`config.mk`:
```
export PLATFORM = sky130hd
export DESIGN_NAME = aroi_device_flat
export DESIGN_NICKNAME = d
export VERILOG_FILES = /design/src/shared/aroi_pkg.sv /design/src/shared/aroi_if.sv /design/src/verilog/aroi_sync.sv /design/src/verilog/aroi_device.sv /design/src/flat_wrapper.sv
export SDC_FILE = /design/constraint.sdc
export NUM_CORES = 1
export LEC_CHECK = 0
export BUFFER_PORTS_ARGS = -buffer_cell sky130_fd_sc_hd__buf_2
export CORE_MARGIN = 4
export CORE_UTILIZATION = 30
export CTS_BUF_LIST = sky130_fd_sc_hd__clkbuf_4
export CTS_CLUSTER_DIAMETER = 60
export DETAILED_ROUTE_END_ITERATION = 12
export PLACE_DENSITY = 0.48
export SLEW_MARGIN = 30
export SYNTH_ARGS = -nofsm -noshare
export SYNTH_HDL_FRONTEND = slang
export SYNTH_SLANG_ARGS = --single-unit
export TNS_END_PERCENT = 50
```
`constraint.sdc`:
```
create_clock -name MCLK -period 2.3 [get_ports MCLK]
set_input_delay 0 -clock MCLK [delete_from_list [all_inputs] [get_ports MCLK]]
set_output_delay 0 -clock MCLK [all_outputs]
set_load 0.02 [all_outputs]
```
`src/shared/aroi_pkg.sv`:
```
/*
  Shared constants and types for the converter result output port.
  Assumes both ends run on one 25 MHz clock domain with a synchronous reset.
*/
package aroi_pkg;
  // Result word
  localparam int RES_W = 12;
  localparam int BYTE_W = 8;
  localparam int NIB_W = 4;
  // Bit positions
  localparam int MSB_POS = 11;
  localparam int B10_POS = 10;
  localparam int B9_POS = 9;
  localparam int B8_POS = 8;
  localparam int HI_NIB_LSB = 8;
  localparam int LO_NIB_LSB = 4;
  // Clock and conversion timing
  localparam int CLK_PERIOD_NS = 40;
  localparam int CONV_TIME_NS = 8000;
  localparam int CONV_CYCLES = (CONV_TIME_NS + CLK_PERIOD_NS - 1) / CLK_PERIOD_NS;
  localparam int CONV_CNT_W = 8;
  localparam logic [CONV_CNT_W-1:0] CONV_LAST = CONV_CNT_W'(CONV_CYCLES - 1);
  // Shift clock divider: half period in MCLK cycles
  localparam int SCLK_HALF = 4;
  localparam int DIV_W = 3;
  localparam logic [DIV_W-1:0] DIV_LAST = DIV_W'(SCLK_HALF - 1);
  // Serial bit counter
  localparam int BIT_CNT_W = 4;
  localparam logic [BIT_CNT_W-1:0] BIT_LAST = 4'hb;
  // Three-level format pin
  typedef enum logic [1:0]
  {
    FMT_PAR12,
    FMT_GATED,
    FMT_FREE
  } aroi_fmt_t;
  localparam logic [NIB_W-1:0] NIB_ZERO = 4'h0;
  localparam logic [RES_W-1:0] RES_ZERO = 12'h000;
endpackage

```
`src/shared/aroi_if.sv`:
```
/*
  Pins between the converter's output port and its host.
  Assumes the bench resolves each wire from the drive and enable signals.
*/
`timescale 1ns/10ps
interface aroi_if;
  import aroi_pkg::*;
  // Host strobes
  logic rd_n;
  logic cs_n;
  logic conversion_trigger;
  logic upper_byte_select;
  aroi_fmt_t fmt;
  logic ext_clk;
  // Device outputs, enables low while driven
  logic busy_n;
  logic [RES_W-1:0] data_o;
  logic [RES_W-1:0] data_oe_n;
  // Resolved levels as the host sees them
  logic [RES_W-1:0] data_i;
  logic serial_frame_n;
  logic serial_clk;
  logic serial_out;
  modport device (input rd_n, cs_n, conversion_trigger, upper_byte_select, fmt, ext_clk,
    output busy_n, data_o, data_oe_n);
  modport host (output rd_n, cs_n, conversion_trigger, upper_byte_select, fmt, ext_clk,
    input busy_n, data_i, serial_frame_n, serial_clk, serial_out);
endinterface

```
`src/verilog/aroi_sync.sv`:
```
/*
  Two-flop synchroniser for one pin level.
  Assumes the input is asynchronous to MCLK.
*/
`timescale 1ns/10ps
module aroi_sync
(
  input wire logic MCLK,
  input wire logic RESET_N,
  input wire logic CE,
  input wire logic d,
  output logic q
);
  logic meta_q;
  // First flop feeds only the second
  always_ff @(posedge MCLK)
  begin
    if (!RESET_N)
    begin
      meta_q <= 1'b1;
      q <= 1'b1;
    end
    else if (CE)
    begin
      meta_q <= d;
      q <= meta_q;
    end
  end
endmodule

```
`src/verilog/aroi_device.sv`:
```
/*
  Device end of the converter result port: parallel, byte and framed serial output.
  Assumes the conversion core is outside; a result word arrives on RESULT with its
  conversion. Pins of the host pass through two-flop synchronisers.
*/
// How it works
// - Data driven only with read and select low
// - Active-low busy output flags conversion
// - External clock or internal oscillator times conversion
// - Shared pin: MSB output or byte-select input
// - Byte mode: select picks low or upper byte
// - Format high fixes low lanes to bits
// - Bits 10..8 become frame, clock, data
// - Open-drain low frame marks serial word
// - Shift clock free-running or gated by format
// - Host samples data falling edge, frame low
// - Three-level format pin decode
// - Trigger rise, else select fall, starts conversion
`timescale 1ns/10ps
module aroi_device
(
  input wire logic MCLK,
  input wire logic RESET_N,
  input wire logic CE,
  aroi_if.device pins,
  input wire logic [aroi_pkg::RES_W-1:0] RESULT,
  input wire logic USE_EXT_CLK,
  output logic CONV_DONE
);
  import aroi_pkg::*;

  typedef enum logic [1:0]
  {
    S_IDLE,
    S_CONV,
    S_SHIFT
  } aroi_dev_state_t;

  ////////////////////////////////////////////////////////////////////////////
  // Synchronised host pins
  logic rd_n_s, cs_n_s, trig_s, ubs_s, ext_clk_s;
  aroi_sync u_rd (.MCLK(MCLK), .RESET_N(RESET_N), .CE(CE), .d(pins.rd_n), .q(rd_n_s));
  aroi_sync u_cs (.MCLK(MCLK), .RESET_N(RESET_N), .CE(CE), .d(pins.cs_n), .q(cs_n_s));
  aroi_sync u_tr (.MCLK(MCLK), .RESET_N(RESET_N), .CE(CE),
    .d(pins.conversion_trigger), .q(trig_s));
  aroi_sync u_ub (.MCLK(MCLK), .RESET_N(RESET_N), .CE(CE),
    .d(pins.upper_byte_select), .q(ubs_s));
  aroi_sync u_ck (.MCLK(MCLK), .RESET_N(RESET_N), .CE(CE), .d(pins.ext_clk), .q(ext_clk_s));
  // Format strap; resets to an unused code, so neither mode acts until it settles
  logic [1:0] fmt_s;
  wire [1:0] fmt_pin = pins.fmt;
  aroi_sync u_f0 (.MCLK(MCLK), .RESET_N(RESET_N), .CE(CE), .d(fmt_pin[0]), .q(fmt_s[0]));
  aroi_sync u_f1 (.MCLK(MCLK), .RESET_N(RESET_N), .CE(CE), .d(fmt_pin[1]), .q(fmt_s[1]));

  ////////////////////////////////////////////////////////////////////////////
  // State
  aroi_dev_state_t state_q, state_d;
  logic trig_q, cs_q, eclk_q;
  logic [CONV_CNT_W-1:0] conv_cnt_q;
  logic [RES_W-1:0] result_q, shreg_q;
  logic [DIV_W-1:0] div_q;
  logic [BIT_CNT_W-1:0] bit_q;
  logic sclk_q, frame_q, busy_n_q, done_q;
  logic [RES_W-1:0] data_q, oe_n_q;

  // Format decode
  wire par_mode = (fmt_s == FMT_PAR12);
  wire free_clk = (fmt_s == FMT_FREE);
  // Start sources; trigger held low hands starting to chip select
  wire trig_rise = trig_s & ~trig_q;
  wire cs_fall = ~cs_n_s & cs_q & ~trig_s;
  wire start = (state_q == S_IDLE) & (trig_rise | cs_fall);
  // Conversion time base: an external clock edge, or every cycle internally
  wire ext_edge = ext_clk_s & ~eclk_q;
  wire tick = USE_EXT_CLK ? ext_edge : 1'b1;
  wire conv_end = (state_q == S_CONV) & tick & (conv_cnt_q == CONV_LAST);
  // Shift clock divider, derived from MCLK
  wire div_wrap = (div_q == DIV_LAST);
  wire sclk_fall = div_wrap & sclk_q;
  wire sclk_rise = div_wrap & ~sclk_q;
  wire in_shift = (state_q == S_SHIFT);
  // Frame closes on the rise after the twelfth fall, so that fall is still framed
  wire all_bits = (bit_q > BIT_LAST);
  wire shift_end = in_shift & sclk_rise & all_bits;
  // Read enable
  wire read_en = ~rd_n_s & ~cs_n_s;

  // Next state
  always_comb
  begin
    state_d = state_q;
    case (state_q)
      S_IDLE: if (start) state_d = S_CONV;
      S_CONV: if (conv_end) state_d = par_mode ? S_IDLE : S_SHIFT;
      S_SHIFT: if (shift_end) state_d = S_IDLE;
      default: state_d = S_IDLE;
    endcase
  end

  // Output lane mux
  wire [RES_W-1:0] word = result_q;
  wire [BYTE_W-1:0] upper_lane = {NIB_ZERO, word[MSB_POS:HI_NIB_LSB]};
  wire [BYTE_W-1:0] low_lane = (ubs_s & ~par_mode) ? upper_lane : word[BYTE_W-1:0];
  wire [RES_W-1:0] data_d = par_mode ? word : {NIB_ZERO, low_lane};
  // Shared pins: data bits 11..8 driven only in parallel mode
  wire [NIB_W-1:0] hi_oe_n = par_mode ? {NIB_W{~read_en}} : {NIB_W{1'b1}};
  wire [RES_W-1:0] oe_n_d = {hi_oe_n, {BYTE_W{~read_en}}};

  ////////////////////////////////////////////////////////////////////////////
  // Control registers
  always_ff @(posedge MCLK)
  begin
    if (!RESET_N)
    begin
      state_q <= S_IDLE;
      // Edge detectors match the synchronisers' reset level: no false edge at release
      trig_q <= 1'b1;
      cs_q <= 1'b1;
      eclk_q <= 1'b1;
      busy_n_q <= 1'b1;
      done_q <= 1'b0;
      conv_cnt_q <= '0;
    end
    else if (CE)
    begin
      state_q <= state_d;
      trig_q <= trig_s;
      cs_q <= cs_n_s;
      eclk_q <= ext_clk_s;
      busy_n_q <= ~(state_d == S_CONV);
      done_q <= conv_end;
      if (start)
        conv_cnt_q <= '0;
      else if (state_q == S_CONV && tick)
        conv_cnt_q <= conv_cnt_q + 1'b1;
    end
  end

  // Result and data lane registers
  always_ff @(posedge MCLK)
  begin
    if (!RESET_N)
    begin
      result_q <= RES_ZERO;
      data_q <= RES_ZERO;
      oe_n_q <= '1;
    end
    else if (CE)
    begin
      if (conv_end)
        result_q <= RESULT;
      data_q <= data_d;
      oe_n_q <= oe_n_d;
    end
  end

  // Serial engine: frame low across twelve falling edges
  always_ff @(posedge MCLK)
  begin
    if (!RESET_N)
    begin
      div_q <= '0;
      sclk_q <= 1'b1;
      bit_q <= '0;
      frame_q <= 1'b1;
      shreg_q <= RES_ZERO;
    end
    else if (CE)
    begin
      div_q <= div_wrap ? '0 : div_q + 1'b1;
      // Gated mode parks the clock high between frames
      if (div_wrap)
        sclk_q <= (free_clk || state_q == S_SHIFT) ? ~sclk_q : 1'b1;
      // Falls are counted; data moves on the next rise, never under a fall
      if (conv_end && !par_mode)
      begin
        shreg_q <= RESULT;
        frame_q <= 1'b0;
        bit_q <= '0;
      end
      else if (shift_end)
        frame_q <= 1'b1;
      else if (in_shift && sclk_fall)
        bit_q <= bit_q + 1'b1;
      else if (in_shift && sclk_rise && bit_q != '0)
        shreg_q <= {shreg_q[RES_W-2:0], 1'b0};
    end
  end

  ////////////////////////////////////////////////////////////////////////////
  // Pins: serial lines open-drain, enable low means pulling low
  logic so_q, sck_oe_q, fr_oe_q;
  always_ff @(posedge MCLK)
  begin
    if (!RESET_N)
    begin
      so_q <= 1'b1;
      sck_oe_q <= 1'b1;
      fr_oe_q <= 1'b1;
    end
    else if (CE)
    begin
      so_q <= ~(~par_mode & ~frame_q & ~shreg_q[MSB_POS]);
      sck_oe_q <= par_mode | sclk_q;
      fr_oe_q <= par_mode | frame_q;
    end
  end

  // Serial functions share bits 10..8 outside parallel mode
  assign pins.data_o = par_mode ? data_q : {1'b0, 3'h0, data_q[BYTE_W-1:0]};
  assign pins.data_oe_n = par_mode ? oe_n_q : {1'b1, fr_oe_q, sck_oe_q, so_q,
    oe_n_q[BYTE_W-1:0]};
  assign pins.busy_n = busy_n_q;
  assign CONV_DONE = done_q;
endmodule

```
`src/flat_wrapper.sv`:
```
// flat-port wrapper written by rule: the top's interface ports become plain ports
module aroi_device_flat import aroi_pkg::*;
  (MCLK, RESET_N, CE, RESULT, USE_EXT_CLK, CONV_DONE, pins_rd_n, pins_cs_n, pins_conversion_trigger, pins_upper_byte_select, pins_fmt, pins_ext_clk, pins_busy_n, pins_data_o, pins_data_oe_n);
  aroi_if pins_i ();
  input wire logic MCLK;
  input wire logic RESET_N;
  input wire logic CE;
  input wire logic [aroi_pkg::RES_W-1:0] RESULT;
  input wire logic USE_EXT_CLK;
  output logic CONV_DONE;
  input wire logic [$bits(pins_i.rd_n)-1:0] pins_rd_n;
  input wire logic [$bits(pins_i.cs_n)-1:0] pins_cs_n;
  input wire logic [$bits(pins_i.conversion_trigger)-1:0] pins_conversion_trigger;
  input wire logic [$bits(pins_i.upper_byte_select)-1:0] pins_upper_byte_select;
  input wire logic [$bits(pins_i.fmt)-1:0] pins_fmt;
  input wire logic [$bits(pins_i.ext_clk)-1:0] pins_ext_clk;
  output wire logic [$bits(pins_i.busy_n)-1:0] pins_busy_n;
  output wire logic [$bits(pins_i.data_o)-1:0] pins_data_o;
  output wire logic [$bits(pins_i.data_oe_n)-1:0] pins_data_oe_n;
  assign pins_i.rd_n = pins_rd_n;
  assign pins_i.cs_n = pins_cs_n;
  assign pins_i.conversion_trigger = pins_conversion_trigger;
  assign pins_i.upper_byte_select = pins_upper_byte_select;
  assign pins_i.fmt = pins_fmt;
  assign pins_i.ext_clk = pins_ext_clk;
  assign pins_busy_n = pins_i.busy_n;
  assign pins_data_o = pins_i.data_o;
  assign pins_data_oe_n = pins_i.data_oe_n;
  aroi_device u_core (.MCLK(MCLK), .RESET_N(RESET_N), .CE(CE), .pins(pins_i), .RESULT(RESULT), .USE_EXT_CLK(USE_EXT_CLK), .CONV_DONE(CONV_DONE));
endmodule
```
==> reports/metrics.csv, run 1 <==
metric,value,unit
drive_gt1_share,17.51,%
synth_area_per_cell,8.424,um^2
via_count,3175,
drtPass1Iterations,5,
worst-path-max-fanout,11,
antenna_found_initial,1,
ys_seq_area_share,42.86,%
whs,0.3185,ns
dieArea,14140,um^2
fmax,546.6,MHz
tightest_slew,0.6727,ns
place.gp.congestion,0.7828,
finalWirelength,9159,um
critPathTopFamily,compound AO/OA/AOI/OAI gates,
vias_per_cell,4.922,
cp.arrival,2.18,ns
hold_path_class,primary input to register,
port_buffers,48,
grt_busiest_layer,met2,
synth_area,3690,um^2
grt-ovfl-total,0,
critPathSlowestCell,dfxtp_1,
cts-buffers-inserted,9,
std_cell_rows,40,
synth_top_area_share,42.86,%
ys_ff_latch,79,
fillers,1255,
ys_types,52,
clk_latency,0.45,ns
synth_ff_type,dfxtp_1,
critPathBufInv,1,
die_w,118.9,um
clockRootBuffer,clkbuf_4,
postCtsSetupBuffers,0,
io_pins,49,
critPathCaptureType,register,
finalMaxSlewViolations,0,
async_flop_share,0,%
post-route-util,36.61,%
p_total,2.564,mW
synth_area_leaders,"dfxtp_1 (43%), nand2_1 (7.3%), a21oi_1 (4.9%), mux2i_1 (4.6%), nand3_1 (4.2%)",
status,finished clean,
multiInputGateArea,1769,um^2
synth.largest_area_cell,dfxtp_1,
drc,0,
max_slew_margin,54.88,%
final-seq-area,1582,um^2
wire_per_inst,14.20,um
setup_tns,0,ns
grtUsageTotal,13.36,%
cts.htree.levels,3,
dp_hpwl,6297,um
final.setup.worst_slack,0.4704,ns
path_cells,ha_1 > and4_1 > o2111ai_2 > buf_4 > o211a_1 > a311oi_1,
grt_use_met3,3.086,%
fin_crit_sh,79.55,%
dr.first_iter.drc_count,147,
clkTransAtPathRegs,0.14,ns
ys.warnings.count,0,
hold_violations,0,
placed_area,3940,um^2
dpl.cell_count,599,
fin_crit,1.830,ns
initial_utilization,30.72,%
setup_violations,0,
grt_pass1_wl,15410,um
worst-setup-path-type,register to register,
grt_max_degree,31,
skew,0.01470,ns
ant_nets,0,
die_h,118.9,um
synthToLayoutAreaGrowth,19.19,%
cts_tree,built,
grt_pass1_vias,3143,
required,2.65,ns
powerDensity,583.1,nW/um^2
core_area,12010,um^2
cts_num_sinks,79,
rsz0062_at_grt,no,
syn_nets,465,
synth-edff-count,0,
grtUsageMet1,17.07,%
max-vdd-ir-drop,283.8,uV
design_area,4398,um^2
drv_cap,0,
synthCells,438,
max_stage_delay,0.39,ns
startpoint_type,register,
layout.nets,519,
leakage,1.629,nW
final_cells,645,
cts_max_path_buffers,2,
pre_cts_ws,0.4737,ns
gr-usage-met2,21.74,%
path summary, 6_finish.rpt:
kind | to | from | depth (start not counted) | slack, ns
max | u_core.shreg_q[8]$_SDFFE_PN0P_ | u_core.conv_cnt_q[0]$_SDFFE_PN0P_ | 6 | 0.47
min | u_core.u_cs.meta_q$_SDFFE_PN1P_ | pins_cs_n | 4 | 0.32
max reg2reg | u_core.shreg_q[8]$_SDFFE_PN0P_ | u_core.conv_cnt_q[0]$_SDFFE_PN0P_ | 6 | 0.47
min reg2reg | u_core.div_q[2]$_SDFFE_PN0P_ | u_core.div_q[2]$_SDFFE_PN0P_ | 2 | 0.47
power by group:
group	total, mW	internal, mW	leakage (nW)	switching (mW)
Combinational	0.191	0.0894	0.918	0.102
Sequential	1.41	1.39	0.641	0.0169
Clock	0.965	0.438	0.0704	0.527
what timing repair did:
action | CTS | global route
hold endpoints to repair | 49 | 0
hold buffers | 29 | 0
endpoints found under the setup margin | 0 | 0
resized for setup | 0 | 0
cells in the final DEF, fill, tap and decap left out, drive strengths merged, types with 4 or more instances in the layout:
cell type	n
a21oi	36
a311oi	15
and2	5
buf	60
clkbuf	9
clkinvlp	5
dfxtp	79
dlygate4sd3	29
ha	4
inv	19
mux2i	17
nand2	72
nand3	31
nand4	5
nor2	19
nor2b	4
nor3	7
o211a	12
o211ai	4
o21ai	22
o31ai	4
or4	4
kinds of logic after synthesis:
kind of cell / synth area share (%)
simple gates: 21.60
compound gates: 19.36
flops: 42.86
mux: 4.612
xor+xnor: 0.9496
buf+inv: 9.257
fa+ha+maj: 1.356
Yosys cell counts, types with 5 or more instances:
library cell and count:
nand3_1 31, clkbuf_1 17, buf_4 16, a21oi_1 36, mux2i_1 17, o211a_1 12, a311oi_1 13, nand2_1 72
buf_2 8, dfxtp_1 79, o21ai_0 21, inv_1 19, and2_1 5, nor3_1 6, nand4_1 5, nor2_1 19
routing by layer:
metal	part of all wire, %	wire length (um)
met4	1.7	159
met2	48	4394
met1	47	4325
met3	3.0	279
met5	0	0
registers in the layout, indices dropped and copies added (netlist names), 2 cells and up:
signal,count
u_core.data_q,12
u_core.result_q,12
u_core.shreg_q,12
u_core.conv_cnt_q,8
u_core.bit_q,4
u_core.div_q,3
u_core.oe_n_q,2
u_core.state_q,2
worst reg2reg max path, cell delays in order (launching register included):
cell	delay (ns)
dfxtp_1	0.39
ha_1	0.19
and4_1	0.27
o2111ai_2	0.19
buf_4	0.23
o211a_1	0.21
a311oi_1	0.27
final cells by class:
cell class                 count  share of cell area (%)
antenna                        1                 0.05690
clock buffer                   9                   1.536
clock inverter                 7                   2.219
inverter                      20                   1.707
multi-input combinational    293                   40.23
sequential                    79                   35.96
tap                          147                   4.182
timing repair buffer          89                   14.11
Note: power is estimated with default switching activity, not from simulation.
==> run 2, diff against run 1 <==
Settings changed: ABC_AREA set to 1, PLACE_DENSITY 0.48 to 0.5.
Clock period 2.3 ns to 1.6 ns, I/O delays scaled along.
==> reports/metrics.csv, run 2 <==
metric,value,unit
status,finished clean,
drtPass1Iterations,4,
place.gp.congestion,0.8143,
critPathCaptureType,register,
rrSetupSlack,0.10,ns
mostFrequentLayoutCell,nand2_1,
cts_max_path_buffers,2,
finalWirelength,9679,um
grtUsageTotal,13.88,%
pre_cts_ws,0.04991,ns
grt_pass1_vias,3431,
wire_per_inst,12.44,um
rsz0062_at_grt,yes,
io_pins,49,
core_area,12210,um^2
startpoint_type,register,
powerDensity,790.0,nW/um^2
die_h,120.5,um
final_cells,778,
fin_crit_sh,93.69,%
final-seq-area,1593,um^2
initial_utilization,31.08,%
cts_tree,built,
required,1.94,ns
setup_violations,0,
post-route-util,38.24,%
switching_share,26.49,%
layout_common_cells,"nand2_1 (126), nor2_1 (77), dfxtp_1 (70)",
synth_area,3795,um^2
r2r_start,u_core.conv_cnt_q[1]$_SDFFE_PN0P_,
dp_hpwl,6672,um
fillers,1349,
cts_num_sinks,79,
drive_gt1_share,20.85,%
synth_area_per_cell,7.080,um^2
power_frac_clock,32.8,%
hold_path_depth,6,
ys_ff_latch,79,
dieArea,14510,um^2
layout.nets,631,
hold_path_class,primary input to register,
port_buffers,48,
fin_crit,1.499,ns
cp.arrival,1.84,ns
power.internal,2.712,mW
synthToLayoutAreaGrowth,23.05,%
finalMaxSlewViolations,0,
ant_nets,0,
grt-ovfl-total,0,
tightest_slew,0.5043,ns
multiInputGateArea,1810,um^2
hold_violations,0,
p_total,3.689,mW
async_flop_share,0,%
max-vdd-ir-drop,468.6,uV
dr.first_iter.drc_count,182,
synth_most_common_cell,nand2_1,
leakage,2.126,nW
max_slew_margin,66.17,%
ys.warnings.count,0,
clk_latency,0.43,ns
hold_end,u_core.pins.busy_n$_SDFFE_PN1P_,
pwr-share-seq,55.8,%
synth_area_leaders,"dfxtp_1 (42%), nand2_1 (13%), nor2_1 (7.7%), nand3_1 (4.9%), inv_1 (3.9%)",
drc,0,
worst-path-max-fanout,12,
syn_nets,563,
dpl.cell_count,730,
synth_top_area_share,41.67,%
drv_cap,0,
clkTransAtPathRegs,0.12,ns
fmax,667.1,MHz
skew,0.01163,ns
ys_seq_area_share,41.67,%
reg2reg_to,u_core.shreg_q[1]$_SDFFE_PN0P_,
synth-edff-count,0,
synthCells,536,
min-delay-start,USE_EXT_CLK,
clockRootBuffer,clkbuf_4,
synth_ff_type,dfxtp_1,
r2r_cells,9,
std_cell_rows,40,
cts.htree.levels,3,
combPwrFrac,11.4,%
reg.largest.list,"u_core.data_q (12), u_core.result_q (12), u_core.shreg_q (12)",
via_count,3536,
power_switching,0.9773,mW
synth_common_cells,"nand2_1 (129), dfxtp_1 (79), nor2_1 (78), inv_1 (39), nand3_1 (37)",
ys_types,31,
grt_max_degree,59,
worst-setup-path-type,register to register,
grt_pass1_wl,16290,um
die_w,120.5,um
synth.largest_area_cell,dfxtp_1,
final.setup.worst_slack,0.1010,ns
antenna_found_initial,1,
cts-buffers-inserted,9,
vias_per_cell,4.545,
## run 2: changes by cell type after synthesis, sizes merged, moves of 12 or more
| cell | before | now |
|---|---|---|
| a311oi | 15 | 0 |
| inv | 19 | 44 |
| mux2i | 17 | 0 |
| nand2 | 72 | 133 |
| nand4 | 5 | 17 |
| nor2 | 19 | 87 |
| o211a | 12 | 0 |
## run 2: final cells by class
cell class	count	share of cell area, %
Multi-Input combinational cell	369	38.77
Sequential cell	79	34.11
Timing Repair Buffer	99	15.89
Tap cell	168	4.502
Inverter	46	3.698
Clock buffer	11	1.768
Clock inverter	5	1.206
Antenna cell	1	0.05359
## run 2: worst max path at each step
stage                                           start                         endpoint  cells past startpoint
floorplan           u_core.conv_cnt_q[0]$_SDFFE_PN0P_   u_core.shreg_q[1]$_SDFFE_PN0P_                      9
detailed placement  u_core.conv_cnt_q[1]$_SDFFE_PN0P_   u_core.shreg_q[1]$_SDFFE_PN0P_                      8
global placement    u_core.conv_cnt_q[1]$_SDFFE_PN0P_  u_core.shreg_q[11]$_SDFFE_PN0P_                      8
CTS                        u_core.u_f0.q$_SDFFE_PN1P_               pins_data_oe_n[10]                      5
global route             u_core.div_q[0]$_SDFFE_PN0P_     u_core.bit_q[3]$_SDFFE_PN0P_                      8
finish              u_core.conv_cnt_q[1]$_SDFFE_PN0P_   u_core.shreg_q[1]$_SDFFE_PN0P_                      9
## run 2: metal layers
layer  share of wire, %  vias up  global-route usage (%)
li1                   -     1847                       -
met5                  0        -                       0
met4                1.3        0                   5.382
met2                 48       76                   23.30
met1                 47     1602                   17.21
met3                4.0       11                   3.274
## run 2: cells by family after synthesis
group / share of synthesized area, %
AO/OA/AOI/OAI: 10.29
XOR/XNOR: 0.6925
AND/OR/NAND/NOR: 34.22
adder cells (fa/ha/maj): 1.319
buffers and inverters: 11.80
flip-flops: 41.67
## run 2: power by group through the flow
stage / clock network [mW] / registers [mW] / logic [mW]
2_1_floorplan: 0 / 2.10 / 0.247
3_3_place_gp: 0 / 2.10 / 0.356
3_5_place_dp: 0 / 2.10 / 0.358
4_1_cts: 1.27 / 2.06 / 0.413
5_1_grt: 1.34 / 2.07 / 0.471
6_report: 1.21 / 2.06 / 0.421
## run 2: what timing repair did
item | in CTS | in global routing
setup buffers | 1 | 3
hold endpoints to repair | 43 | 0
hold buffers | 27 | 0
resized for setup | 6 | 25
endpoints found under the setup margin | 8 | 28
pin swaps | 1 | 3
## run 2: stage by stage
stage                     hold slack [ns]  cell area, um^2  TNS [ns]
after floorplan                    0.1263             3795         0
after global placement             0.2133             4145         0
after detailed placement           0.2165             4145         0
after CTS                         0.04275             4578         0
after global routing              0.08216             4669   -0.1150
final                             0.08537             4669         0
## run 2: worst max-delay path, cell delays in order, from the launching register on
cell	delay, ns
dfxtp_2	0.36
ha_2	0.18
nand3_1	0.12
nor2_4	0.17
buf_4	0.14
nand3_4	0.14
nand2_1	0.11
nand2_1	0.05
nor2_1	0.09
nor2_1	0.05
==> run 3, diff against run 2 <==
Clock period 1.6 ns to 1.3 ns, I/O delays scaled along.
==> reports/metrics.csv, run 3 (same netlist as run 2, synthesis figures left out) <==
metric,value,unit
max-vdd-ir-drop,518.3,uV
clockRootBuffer,clkbuf_4,
setup_tns,-3.411,ns
final-seq-area,1599,um^2
fin_crit,1.471,ns
core_area,12210,um^2
fmax,679.9,MHz
status,"finished, violations left",
cts_tree,built,
tightest_slew,0.2874,ns
rsz0062_at_grt,yes,
antenna_found_initial,1,
combPwrFrac,13.1,%
die_w,120.5,um
cts_num_sinks,79,
mostFrequentLayoutCell,nand2_1,
initial_utilization,31.08,%
drt-met1-wl,4903,um
grt_pass1_vias,3660,
setup_violations,44,
drive_gt1_share,34.57,%
worst-path-max-fanout,5,
r2r_cells,9,
grt_max_degree,28,
placed_area,4405,um^2
routed-wl-met2,5249,um
hold_path_class,primary input to register,
violations,negative setup slack,
max_slew_margin,80.84,%
hold_violations,0,
grt-ovfl-total,0,
hold_path_depth,6,
power_frac_clock,32.1,%
finalMaxSlewViolations,0,
startpoint_type,register,
layout_common_cells,"nand2_1 (119), dfxtp_1 (65), nor2_1 (56)",
drv_cap,0,
powerDensity,873.5,nW/um^2
pwr-share-seq,54.8,%
std_cell_rows,40,
cts.htree.levels,3,
critPathCaptureType,output pin,
post-route-util,43.47,%
clkTransAtPathRegs,0.13,ns
worst-setup-path-type,register to output pin,
grtUsageTotal,14.44,%
drtPass1Iterations,4,
multiInputGateArea,2068,um^2
design_area,5309,um^2
vias_per_cell,4.613,
port_buffers,48,
dr.first_iter.drc_count,134,
cts_max_path_buffers,2,
skew,0.01468,ns
p_total,4.637,mW
cts-buffers-inserted,9,
clk_latency,0.44,ns
wl_met3,293,um
dieArea,14510,um^2
required,1.30,ns
layout.nets,668,
cp.arrival,1.47,ns
finalWirelength,10660,um
wire_per_inst,13.08,um
reg.largest.list,"u_core.data_q (12), u_core.result_q (12), u_core.shreg_q (12)",
fillers,1269,
synthToLayoutAreaGrowth,39.89,%
dp_hpwl,7048,um
drc,0,
die_h,120.5,um
final.setup.worst_slack,-0.1709,ns
power.internal,3.357,mW
top_layer_used,met4,
switching_share,27.61,%
leakage,2.383,nW
io_pins,49,
via_count,3760,
place.gp.congestion,0.8723,
grt_pass1_wl,16990,um
ant_nets,0,
power_switching,1.280,mW
fin_crit_sh,113.1,%
## run 3: changes by cell type in the layout (fill, tap and decap cells not counted), sizes merged
cell         before  now
buf              72  113
dlygate4sd3      27   20
clkinv            4    3
clkinvlp          1    2
diode             1    2
nand2           133  134
nand3            40   41
## run 3: routing by layer
metal | up-vias | global-route usage (%)
li1 | 1935 | -
met1 | 1758 | 17.67
met2 | 51 | 24.80
met3 | 16 | 3.789
met4 | 0 | 4.462
met5 | - | 0
## run 3: power groups by stage
| stage | Clock (mW) | Combinational, mW | Sequential, mW |
|---|---|---|---|
| CTS | 1.56 | 0.571 | 2.54 |
| finish | 1.49 | 0.608 | 2.54 |
| global route | 1.63 | 0.674 | 2.55 |
| global placement | 0 | 0.475 | 2.58 |
| detailed placement | 0 | 0.482 | 2.59 |
| floorplan | 0 | 0.306 | 2.58 |
## run 3: what timing repair did
action	CTS	global route
cloned	1	4
hold buffers	20	0
buffers inserted	8	6
setup endpoints to repair	45	62
hold endpoints to repair	37	0
pin swaps	16	18
gates resized for setup	70	58
## run 3: area by class of cell
cell class                 instances  share of cell area, %
inverter                          46                  3.394
tap                              168                  3.959
clock inverter                     5                  1.108
timing repair buffer             134                  20.95
multi-input combinational        371                  38.96
sequential                        79                  30.12
clock buffer                      10                  1.414
antenna                            2                0.09427
## run 3: path summary, 6_finish.rpt
check	start	end	slack (ns)
min reg2reg	u_core.result_q[4]$_SDFFE_PN0P_	u_core.data_q[4]$_SDFFE_PN0P_	0.47
min	USE_EXT_CLK	u_core.pins.busy_n$_SDFFE_PN1P_	0.03
max	u_core.u_f0.q$_SDFFE_PN1P_	pins_data_oe_n[11]	-0.17
max reg2reg	u_core.conv_cnt_q[1]$_SDFFE_PN0P_	u_core.shreg_q[3]$_SDFFE_PN0P_	-0.12
## run 3: worst max-delay path, cell delays in order (launching register included)
cell     delay (ns)
dfxtp_2        0.36
nor2_4         0.15
inv_2          0.06
buf_6          0.13
or2_4          0.22
buf_6          0.13
## run 3: stage by stage
stage | std cells | hold slack (ns) | worst slack [ns]
after floorplan | 536 | 0.1263 | -0.07082
after global routing | 815 | 0.05245 | -0.2358
final | 815 | 0.03302 | -0.1709
after CTS | 804 | 0.02148 | -0.2044
after detailed placement | 762 | 0.2155 | -0.2849
after global placement | 762 | 0.2102 | -0.2455
